### config.mk
export PLATFORM = sky130hd
export DESIGN_NAME = cosg_top
export DESIGN_NICKNAME = d
export VERILOG_FILES = /design/src/hdl/cosg_sync.v /design/src/hdl/cosg_clk_gate.v /design/src/hdl/cosg_top.v
export VERILOG_INCLUDE_DIRS = /design/src /design/src/hdl
export SDC_FILE = /design/constraint.sdc
export NUM_CORES = 1
export LEC_CHECK = 0
export ABC_AREA = 0
export BUFFER_PORTS_ARGS = -buffer_cell sky130_fd_sc_hd__buf_2
export CAP_MARGIN = 20
export CELL_PAD_IN_SITES_DETAIL_PLACEMENT = 1
export CELL_PAD_IN_SITES_GLOBAL_PLACEMENT = 1
export CORE_ASPECT_RATIO = 0.8
export CORE_MARGIN = 2
export CORE_UTILIZATION = 38
export DETAILED_ROUTE_END_ITERATION = 8
export MAX_ROUTING_LAYER = met4
export PLACE_DENSITY = 0.85
export SYNTH_ARGS = -nofsm -noshare
export SYNTH_HDL_FRONTEND = slang
export SYNTH_HIERARCHICAL = 1
export SYNTH_SLANG_ARGS = --single-unit
### constraint.sdc
create_clock -name clk_sys -period 4 [get_ports clk_sys]
set_input_delay 0.4 -clock clk_sys [delete_from_list [all_inputs] [get_ports clk_sys]]
set_output_delay 0.4 -clock clk_sys [all_outputs]
set_load 0.03 [all_outputs]
### src/hdl/cosg_consts.vh
`ifndef COSG_CONSTS_VH
`define COSG_CONSTS_VH

// register map, byte addresses on apb
`define COSG_ADDR_CTRL      12'h000
`define COSG_ADDR_STATUS    12'h004
`define COSG_ADDR_W         12

// control register fields
`define COSG_CTRL_OVR_EN    0
`define COSG_CTRL_SEL_LSB   1
`define COSG_CTRL_SEL_MSB   4
`define COSG_CTRL_RESET     32'h0000_0000

// status register fields
`define COSG_ST_STRAP_LSB   0
`define COSG_ST_STRAP_MSB   3
`define COSG_ST_MODE        4
`define COSG_ST_DONE        5
`define COSG_ST_DIV_LSB     6
`define COSG_ST_DIV_MSB     8
`define COSG_ST_SEL_LSB     9
`define COSG_ST_SEL_MSB     12
`define COSG_ST_PROC_RUN    13
`define COSG_ST_BUS_RUN     14

// bus clock divide ratios
`define COSG_DIV_BY2        3'h2
`define COSG_DIV_BY3        3'h3
`define COSG_DIV_BY4        3'h4

// timing
`define COSG_CLK_MHZ        50
`define COSG_STRAP_TIME_NS  1000
`define COSG_STRAP_CYCLES   ((`COSG_STRAP_TIME_NS * `COSG_CLK_MHZ + 999) / 1000)

`endif

### src/hdl/cosg_sync.v
`timescale 1ns/1ps
`default_nettype none

module cosg_sync
#(
  parameter RESET_VAL = 1'b1
)
(
  input  wire clk_sys,
  input  wire resetn,
  input  wire d_in,
  output wire q_out
);

  reg meta_q;
  reg sync_q;

  // first stage feeds only the second stage
  always @(posedge clk_sys or negedge resetn)
  begin
    if (!resetn)
    begin
      meta_q <= RESET_VAL;
      sync_q <= RESET_VAL;
    end
    else
    begin
      meta_q <= d_in;
      sync_q <= meta_q;
    end
  end

  assign q_out = sync_q;

endmodule // cosg_sync

`default_nettype wire

### src/hdl/cosg_clk_gate.v
`timescale 1ns/1ps
`default_nettype none

module cosg_clk_gate
(
  input  wire clk_sys,
  input  wire resetn,
  input  wire src_d,
  input  wire src_q,
  input  wire run,
  output wire gated_clk,
  output wire running
);

  reg  en_q;
  reg  out_q;
  wire en_d;

  // decide only at a rising edge of the source: whole pulses or none, no runts
  assign en_d = (!src_q && src_d) ? run : en_q; // RULE_19

  always @(posedge clk_sys or negedge resetn)
  begin
    if (!resetn)
    begin
      en_q  <= 1'b0;
      out_q <= 1'b0;
    end
    else
    begin
      en_q  <= en_d; // RULE_10 RULE_11
      out_q <= src_d & en_d;
    end
  end

  assign gated_clk = out_q;
  assign running   = en_q;

endmodule // cosg_clk_gate

`default_nettype wire

### src/hdl/cosg_top.v
// How it works
// RULE_01: divide ratio from select code: 11xx by four, 10xx/01xx/0000 three, else two.
// RULE_02: mode 0 makes shared pin a stop input; mode 1 drives reference output there.
// RULE_03: software may override the strapped select code through the register interface.
// RULE_04: gated processor outputs halt while clock-stop input is low.
// RULE_05: free processor output always toggles, ignoring clock-stop.
// RULE_06: gated bus outputs halt while the bus stop input is asserted.
// RULE_07: free bus output always toggles, ignoring bus stop.
// RULE_08: bus output zero pin is sampled at power-up as select bit three.
// RULE_09: free bus output pin is sampled at power-up as the mode strap.
// RULE_10: on clock-stop fall, finish current cycle then hold low, within 2-3 cycles.
// RULE_11: on clock-stop rise, restart with a full cycle, no runts, within 2-3 cycles.
// RULE_12: free interrupt-controller clock is a copy of the reference input.
// RULE_13: gated interrupt-controller clock copies the reference, off while clock-stop low.
// RULE_14: usb pin sampled as select bit one, then drives the fixed usb clock.
// RULE_15: bus stop sampled at free bus clock rise, effective next bus cycle.
// RULE_16: all strap pins latched shortly after power-up, then become clock outputs.
// RULE_17: 24 MHz pin gives select bit zero, reference one pin gives bit two.
// RULE_18: strap window counted from reset release; pin drivers enabled after latching.
// RULE_19: stop inputs synchronised; gating changes only while the clock is low.
//
// Design decisions made here: the address map and the APB slave port.
`timescale 1ns/1ps
`default_nettype none
`include "cosg_consts.vh"

module cosg_top
#(
  parameter STRAP_CYCLES = `COSG_STRAP_CYCLES,
  parameter PROC_GATED_N = 2,
  parameter BUS_GATED_N  = 5
)
(
  input  wire                    clk_sys,
  input  wire                    resetn,
  // apb slave
  input  wire                    psel,
  input  wire                    penable,
  input  wire                    pwrite,
  input  wire [31:0]             paddr,
  input  wire [31:0]             pwdata,
  output wire [31:0]             prdata,
  output wire                    pready,
  output wire                    pslverr,
  // clock sources, sampled as ordinary inputs
  input  wire                    ref_clk_in,
  input  wire                    usb_clk_src,
  input  wire                    sio_clk_src,
  input  wire                    clk_stop_n,
  // select code toward the frequency synthesiser
  output wire [3:0]              pll_freq_sel,
  // processor clocks
  output wire                    proc_clk_free,
  output wire [PROC_GATED_N-1:0] proc_clk_gated,
  // bus and interrupt-controller clocks
  output wire [BUS_GATED_N-1:0]  bus_clk_gated,
  output wire                    irq_ctrl_clk_free,
  output wire                    irq_ctrl_clk_gated,
  // dual-purpose pins: bus output zero / select bit three
  input  wire                    bus_clk_zero_i,
  output wire                    bus_clk_zero_o,
  output wire                    bus_clk_zero_oe,
  // free bus output / mode strap
  input  wire                    bus_clk_free_i,
  output wire                    bus_clk_free_o,
  output wire                    bus_clk_free_oe,
  // usb clock / select bit one
  input  wire                    usb_ref_clk_i,
  output wire                    usb_ref_clk_o,
  output wire                    usb_ref_clk_oe,
  // 24 MHz clock / select bit zero
  input  wire                    sio_clk_i,
  output wire                    sio_clk_o,
  output wire                    sio_clk_oe,
  // reference output one / select bit two
  input  wire                    ref_clk_out1_i,
  output wire                    ref_clk_out1_o,
  output wire                    ref_clk_out1_oe,
  // reference output zero / bus stop input
  input  wire                    ref_clk_out0_i,
  output wire                    ref_clk_out0_o,
  output wire                    ref_clk_out0_oe
);

  ////////////////////////////////////////////////////////////////////////////
  // strap capture

  reg  [15:0] strap_cnt_q;
  reg         strap_done_q;
  reg  [3:0]  freq_sel_q;
  reg         mode_q;

  always @(posedge clk_sys or negedge resetn)
  begin
    if (!resetn)
    begin
      strap_cnt_q  <= 16'h0000;
      strap_done_q <= 1'b0;
      freq_sel_q   <= 4'h0;
      mode_q       <= 1'b0;
    end
    else if (!strap_done_q)
    begin
      // pins are inputs only while the window is open
      if (strap_cnt_q == STRAP_CYCLES[15:0] - 16'h0001) // RULE_18
      begin
        strap_done_q <= 1'b1; // RULE_16
        freq_sel_q   <= {bus_clk_zero_i, ref_clk_out1_i, usb_ref_clk_i, sio_clk_i}; // RULE_08 RULE_14 RULE_17
        mode_q       <= bus_clk_free_i; // RULE_09
      end
      else
      begin
        strap_cnt_q <= strap_cnt_q + 16'h0001;
      end
    end
  end

  ////////////////////////////////////////////////////////////////////////////
  // register interface

  reg  [31:0] ctrl_q;
  reg  [31:0] prdata_q;
  wire [11:0] addr_w;
  wire        hit_ctrl;
  wire        hit_status;
  wire [31:0] status_w;
  wire        proc_running;
  wire        bus_running;
  reg  [2:0]  div_q;
  wire [3:0]  freq_sel_eff;

  assign addr_w     = paddr[`COSG_ADDR_W-1:0];
  assign hit_ctrl   = (paddr[31:`COSG_ADDR_W] == 20'h00000) && (addr_w == `COSG_ADDR_CTRL);
  assign hit_status = (paddr[31:`COSG_ADDR_W] == 20'h00000) && (addr_w == `COSG_ADDR_STATUS);

  assign status_w = {17'h00000, bus_running, proc_running, freq_sel_eff, div_q,
                     strap_done_q, mode_q, freq_sel_q};

  always @(posedge clk_sys or negedge resetn)
  begin
    if (!resetn)
    begin
      ctrl_q   <= `COSG_CTRL_RESET;
      prdata_q <= 32'h0000_0000;
    end
    else
    begin
      // read data is fetched in the setup phase so the access needs no wait
      if (psel && !penable && !pwrite)
      begin
        if (hit_ctrl)
          prdata_q <= ctrl_q;
        else if (hit_status)
          prdata_q <= status_w;
        else
          prdata_q <= 32'h0000_0000;
      end
      if (psel && penable && pwrite && hit_ctrl)
        ctrl_q <= {27'h0000000, pwdata[`COSG_CTRL_SEL_MSB:`COSG_CTRL_OVR_EN]};
    end
  end

  assign prdata  = prdata_q;
  assign pready  = 1'b1;
  assign pslverr = psel && penable && !(hit_ctrl || (hit_status && !pwrite));

  // override replaces the strapped code for both synthesiser and divider
  assign freq_sel_eff = ctrl_q[`COSG_CTRL_OVR_EN] ?
                        ctrl_q[`COSG_CTRL_SEL_MSB:`COSG_CTRL_SEL_LSB] : freq_sel_q; // RULE_03
  assign pll_freq_sel = freq_sel_eff;

  ////////////////////////////////////////////////////////////////////////////
  // clock generation

  reg  [2:0] div_sel;
  reg  [2:0] cnt_q;
  wire [2:0] cnt_d;
  wire [2:0] div_d;
  wire       wrap;
  wire       proc_d;
  wire       bus_d;
  reg        proc_q;
  reg        bus_q;
  reg        ref_q;
  reg        usb_q;
  reg        sio_q;

  always @*
  begin
    div_sel = `COSG_DIV_BY2;
    case (freq_sel_eff[3:2])
      2'b11:   div_sel = `COSG_DIV_BY4; // RULE_01
      2'b10:   div_sel = `COSG_DIV_BY3;
      2'b01:   div_sel = `COSG_DIV_BY3;
      default: div_sel = (freq_sel_eff[1:0] == 2'b00) ? `COSG_DIV_BY3 : `COSG_DIV_BY2;
    endcase
  end

  // ratio changes only at a bus period boundary to avoid a short bus pulse
  assign wrap   = (cnt_q == {div_q[1:0], 1'b0} - 3'h1);
  assign cnt_d  = (!strap_done_q || wrap) ? 3'h0 : cnt_q + 3'h1;
  assign div_d  = wrap ? div_sel : div_q;
  assign proc_d = strap_done_q && !cnt_d[0];
  assign bus_d  = strap_done_q && (cnt_d < div_d);

  always @(posedge clk_sys or negedge resetn)
  begin
    if (!resetn)
    begin
      cnt_q  <= 3'h0;
      div_q  <= `COSG_DIV_BY3;
      proc_q <= 1'b0;
      bus_q  <= 1'b0;
      ref_q  <= 1'b0;
      usb_q  <= 1'b0;
      sio_q  <= 1'b0;
    end
    else
    begin
      cnt_q  <= cnt_d;
      div_q  <= strap_done_q ? div_d : div_sel;
      proc_q <= proc_d; // RULE_05
      bus_q  <= bus_d; // RULE_07
      ref_q  <= ref_clk_in; // RULE_12
      usb_q  <= usb_clk_src & strap_done_q;
      sio_q  <= sio_clk_src & strap_done_q;
    end
  end

  ////////////////////////////////////////////////////////////////////////////
  // stop inputs

  wire clk_run_s;
  wire bus_stop_raw_s;
  wire bus_run_now;
  reg  bus_run_q;

  cosg_sync #(.RESET_VAL(1'b1)) u_clk_stop_sync
  (
    .clk_sys (clk_sys),
    .resetn  (resetn),
    .d_in    (clk_stop_n),
    .q_out   (clk_run_s)
  ); // RULE_19

  cosg_sync #(.RESET_VAL(1'b1)) u_bus_stop_sync
  (
    .clk_sys (clk_sys),
    .resetn  (resetn),
    .d_in    (ref_clk_out0_i),
    .q_out   (bus_stop_raw_s)
  );

  // in mode 1 the pin is an output, so stop can never be asserted
  assign bus_run_now = mode_q | bus_stop_raw_s; // RULE_02

  // sampled at free bus clock rise; the gates read the old value, so next cycle
  always @(posedge clk_sys or negedge resetn)
  begin
    if (!resetn)
      bus_run_q <= 1'b1;
    else if (bus_d && !bus_q)
      bus_run_q <= bus_run_now; // RULE_15
  end

  ////////////////////////////////////////////////////////////////////////////
  // gated outputs

  wire [PROC_GATED_N-1:0] proc_run_w;
  wire [BUS_GATED_N:0]    bus_run_w;
  wire [BUS_GATED_N:0]    bus_gated_w;
  wire                    ref_d;

  genvar gi;
  generate
    for (gi = 0; gi < PROC_GATED_N; gi = gi + 1)
    begin : g_proc
      cosg_clk_gate u_gate
      (
        .clk_sys   (clk_sys),
        .resetn    (resetn),
        .src_d     (proc_d),
        .src_q     (proc_q),
        .run       (clk_run_s),
        .gated_clk (proc_clk_gated[gi]),
        .running   (proc_run_w[gi])
      ); // RULE_04
    end
    // entry 0 is the dual-purpose bus output zero
    for (gi = 0; gi <= BUS_GATED_N; gi = gi + 1)
    begin : g_bus
      cosg_clk_gate u_gate
      (
        .clk_sys   (clk_sys),
        .resetn    (resetn),
        .src_d     (bus_d),
        .src_q     (bus_q),
        .run       (bus_run_q),
        .gated_clk (bus_gated_w[gi]),
        .running   (bus_run_w[gi])
      ); // RULE_06
    end
  endgenerate

  assign ref_d = ref_clk_in;

  cosg_clk_gate u_irq_gate
  (
    .clk_sys   (clk_sys),
    .resetn    (resetn),
    .src_d     (ref_d),
    .src_q     (ref_q),
    .run       (clk_run_s),
    .gated_clk (irq_ctrl_clk_gated),
    .running   ()
  ); // RULE_13

  assign proc_running = proc_run_w[0];
  assign bus_running  = bus_run_w[0];

  ////////////////////////////////////////////////////////////////////////////
  // pin drive

  assign proc_clk_free     = proc_q;
  assign bus_clk_gated     = bus_gated_w[BUS_GATED_N:1];
  assign irq_ctrl_clk_free = ref_q; // RULE_12

  assign bus_clk_zero_o   = bus_gated_w[0];
  assign bus_clk_zero_oe  = strap_done_q; // RULE_18
  assign bus_clk_free_o   = bus_q;
  assign bus_clk_free_oe  = strap_done_q;
  assign usb_ref_clk_o    = usb_q; // RULE_14
  assign usb_ref_clk_oe   = strap_done_q;
  assign sio_clk_o        = sio_q;
  assign sio_clk_oe       = strap_done_q;
  assign ref_clk_out1_o   = ref_q & strap_done_q;
  assign ref_clk_out1_oe  = strap_done_q;
  assign ref_clk_out0_o   = ref_q & mode_q; // RULE_02
  assign ref_clk_out0_oe  = strap_done_q & mode_q;

endmodule // cosg_top

`default_nettype wire

==> out/metrics.yaml <==
wl_per_cell_um: 16.85
yosys_warnings: 6
cts_setup_buffers: 0
rsz0062_at_grt: "false"
detail_route.vias_per_cell: 5.125
drt_iter0_markers: 108
yosysTopAreaCell: "dfrtp_1"
grt_util_all_layers: 0.1826
rows: 32
period_share: 0.7969
clk_latency_ns: 0.33
finalNetCount: 489
syn_area_um2: 3695
drt_wl_total_um: 8862
die-area_um2: 10530
whs_ns: 0.1645
synth_edf_count: 0
cp-end-kind: "flop"
cts-hold-fix-buffers: 0
start_util: 0.3861
worstPathArrival_ns: 3.40
setup-violations-final: 0
numCtsBuffers: 9
cp_slowest_cell: "dfrtp_1"
ctsResizeCount: 0
place_ws_ns: 0.8587
synth-main-ff-cell: "dfrtp_1"
hold_viol: 0
worst_pin_slew_ns: 0.9525
outcome: "completed"
clk_pin_slew_ns: 0.06
slowest_delay_ns: 0.47
syn_to_final_growth_pct: 21.40
worst_slack_ns: 0.8126
ys_ff_latch: 76
path_cells: "mux2_2 > ha_1 > inv_1 > o32ai_1 > nand2_1 > o211ai_1 > ha_1 > nor2b_1 > o21ai_0 > nand3b_1 > a21oi_1 > buf_4 > nand2b_1 > mux2_4"
cts.sink_count: 76
h-tree-depth: 3
post-route-drc-count: 0
dr.pass1.iters: 4
p_leak_nw: 2.255
path_class: "flop to flop"
crit_path_start: "ctrl_q[0]"
ys_seq_area_frac: 0.5171
relSlewSlack: 0.3650
place_congestion: 0.7908
cp_max_fo: 13
fin_worst_skew_ns: 0.004452
cts_tree: "yes"
maxSlewViolCount: 0
fmax_mhz: 313.7
synth_area_leaders: "dfrtp_1, dfstp_2, buf_4, mux2_4, mux2_1"
io_pins: 139
max_cap_violations: 0
drive_above_1_share: 0.3317
pwr_density_cell_nw_per_um2: 387.5
antenna_found_initial: 0
grt_pass1_vias: 2887
ys_types: 47
die-height_um: 92.20
critPathMostFrequentCell: "ha_1"
hp-class: "input port to flop"
synthArstFlopShare: 1.000
crit_required_ns: 4.21
grt_max_degree: 77
yosysTopAreaCellShare: 0.4673
coreArea_um2: 9569
reg2reg_from: "ctrl_q[0]"
final_common_cell: "buf_2"
dp_hpwl_um: 6237
fp.dieW_um: 114.2
mostFrequentLayoutCells: "buf_2, dfrtp_1, nand2_1, conb_1, nor2b_1"
clk_path_buf_depth: 2
final_antenna_net_count: 0
num_vias: 2696
finalSetupTns_ns: 0
ir_worst_vdd_v: 0.0002338
startpoint_type: "flop"
postSynthCellCount: 309
min_period_ns: 3.187
min-delay-start: "clk_stop_n"
grt_pass1_wl_um: 14480
overflow: 0
cts_root_buf: "clkbuf_16"
num_antenna_cells: 0
io_buffers: 93
synth_area_per_cell_um2: 11.96
==> metrics by stage <==
step | cell area (µm²) | utilization | power, W | std cells
after floorplan | 3755 | - | 0.0008427 | 325
after global placement | 4167 | 0.4354 | 0.0008734 | 510
after detailed placement | 4167 | 0.4354 | 0.0008762 | 510
after CTS | 4486 | 0.4688 | 0.001755 | 526
after global routing | 4486 | 0.4688 | 0.001792 | 526
final | 4486 | 0.4688 | 0.001738 | 526
==> metal layers <==
layer	vias up	global-route usage	part of all wire
met5	-	-	0
met4	0	0.05183	0.016
met3	18	0.05816	0.050
met2	75	0.3194	0.52
met1	1363	0.2001	0.41
li1	1240	-	-
==> critical path: cells and delay by family, from the launching register on <==
family	cells	cell delay, ns
buffers and inverters	2	0.27
multiplexers	2	0.65
AO/OA/AOI/OAI	4	0.71
flip-flops	1	0.47
AND/OR/NAND/NOR	4	0.43
adder cells (fa/ha/maj)	2	0.53
==> sequential cells by signal, indices dropped and copies added, names as in the netlist, 2 cells and up <==
| signal | count |
|---|---|
| g_proc.u_gate/running | 2 |
| div_q | 3 |
| g_proc.u_gate/gated_clk | 2 |
| freq_sel_q | 4 |
| g_bus.u_gate/running | 6 |
| cnt_q | 3 |
| prdata | 15 |
| strap_cnt_q | 16 |
| g_bus.u_gate/gated_clk | 6 |
| ctrl_q | 5 |
==> report_power, final <==
group          switching, W  internal (W)
clock              0.000313      0.000563
sequential       0.00000318      0.000776
combinational     0.0000573     0.0000260
total              0.000373       0.00136
==> final cells by class <==
| class | instances | area, µm² |
|---|---|---|
| Clock buffer | 12 | 246.5 |
| Multi-Input combinational cell | 212 | 1598 |
| Clock inverter | 4 | 72.57 |
| Inverter | 9 | 33.78 |
| Tap cell | 119 | 148.9 |
| Sequential cell | 76 | 1911 |
| Fill cell | 1043 | 5084 |
| Timing Repair Buffer | 94 | 475.5 |
==> final timing paths <==
kind | end | slack [ns] | cells past startpoint
setup / recovery | g_bus[3].u_gate/running | 0.81 | 14
hold / removal | u_clk_stop_sync/meta_q | 0.16 | 1
setup reg to reg | g_bus[3].u_gate/running | 0.81 | 14
hold reg to reg | u_clk_stop_sync/q_out | 0.36 | 0
max in group asynchronous | sio_clk_o | 3.17 | 1
min in group asynchronous | prdata[9] | 0.24 | 1
==> Yosys cell counts (5+ instances only) <==
master     n
a21oi_1    8
nor2b_1   15
nand3_1    5
a221o_1    5
nor2_1     8
nor4_1     8
xnor2_1   13
dfstp_2    7
nand4_1    5
nand2b_1   9
ha_1       8
mux2_4     9
mux2i_1   10
nand2_1   21
mux2_1    12
buf_4     22
and2_1    11
inv_1      9
a22o_1    10
dfrtp_1   69
==> cells by family after synthesis <==
family                     after synthesis  synth area share
and+or+nand+nor                        101            0.1602
DFF                                     76            0.5171
buffers and inverters                   37           0.06671
muxes                                   35            0.1124
AOI/OAI and AO/OA                       33           0.07213
xor gates and xnor gates                17           0.04233
adders and majority gates                8           0.02709
other                                    2          0.002033
Power figures use the tool's default switching activity.
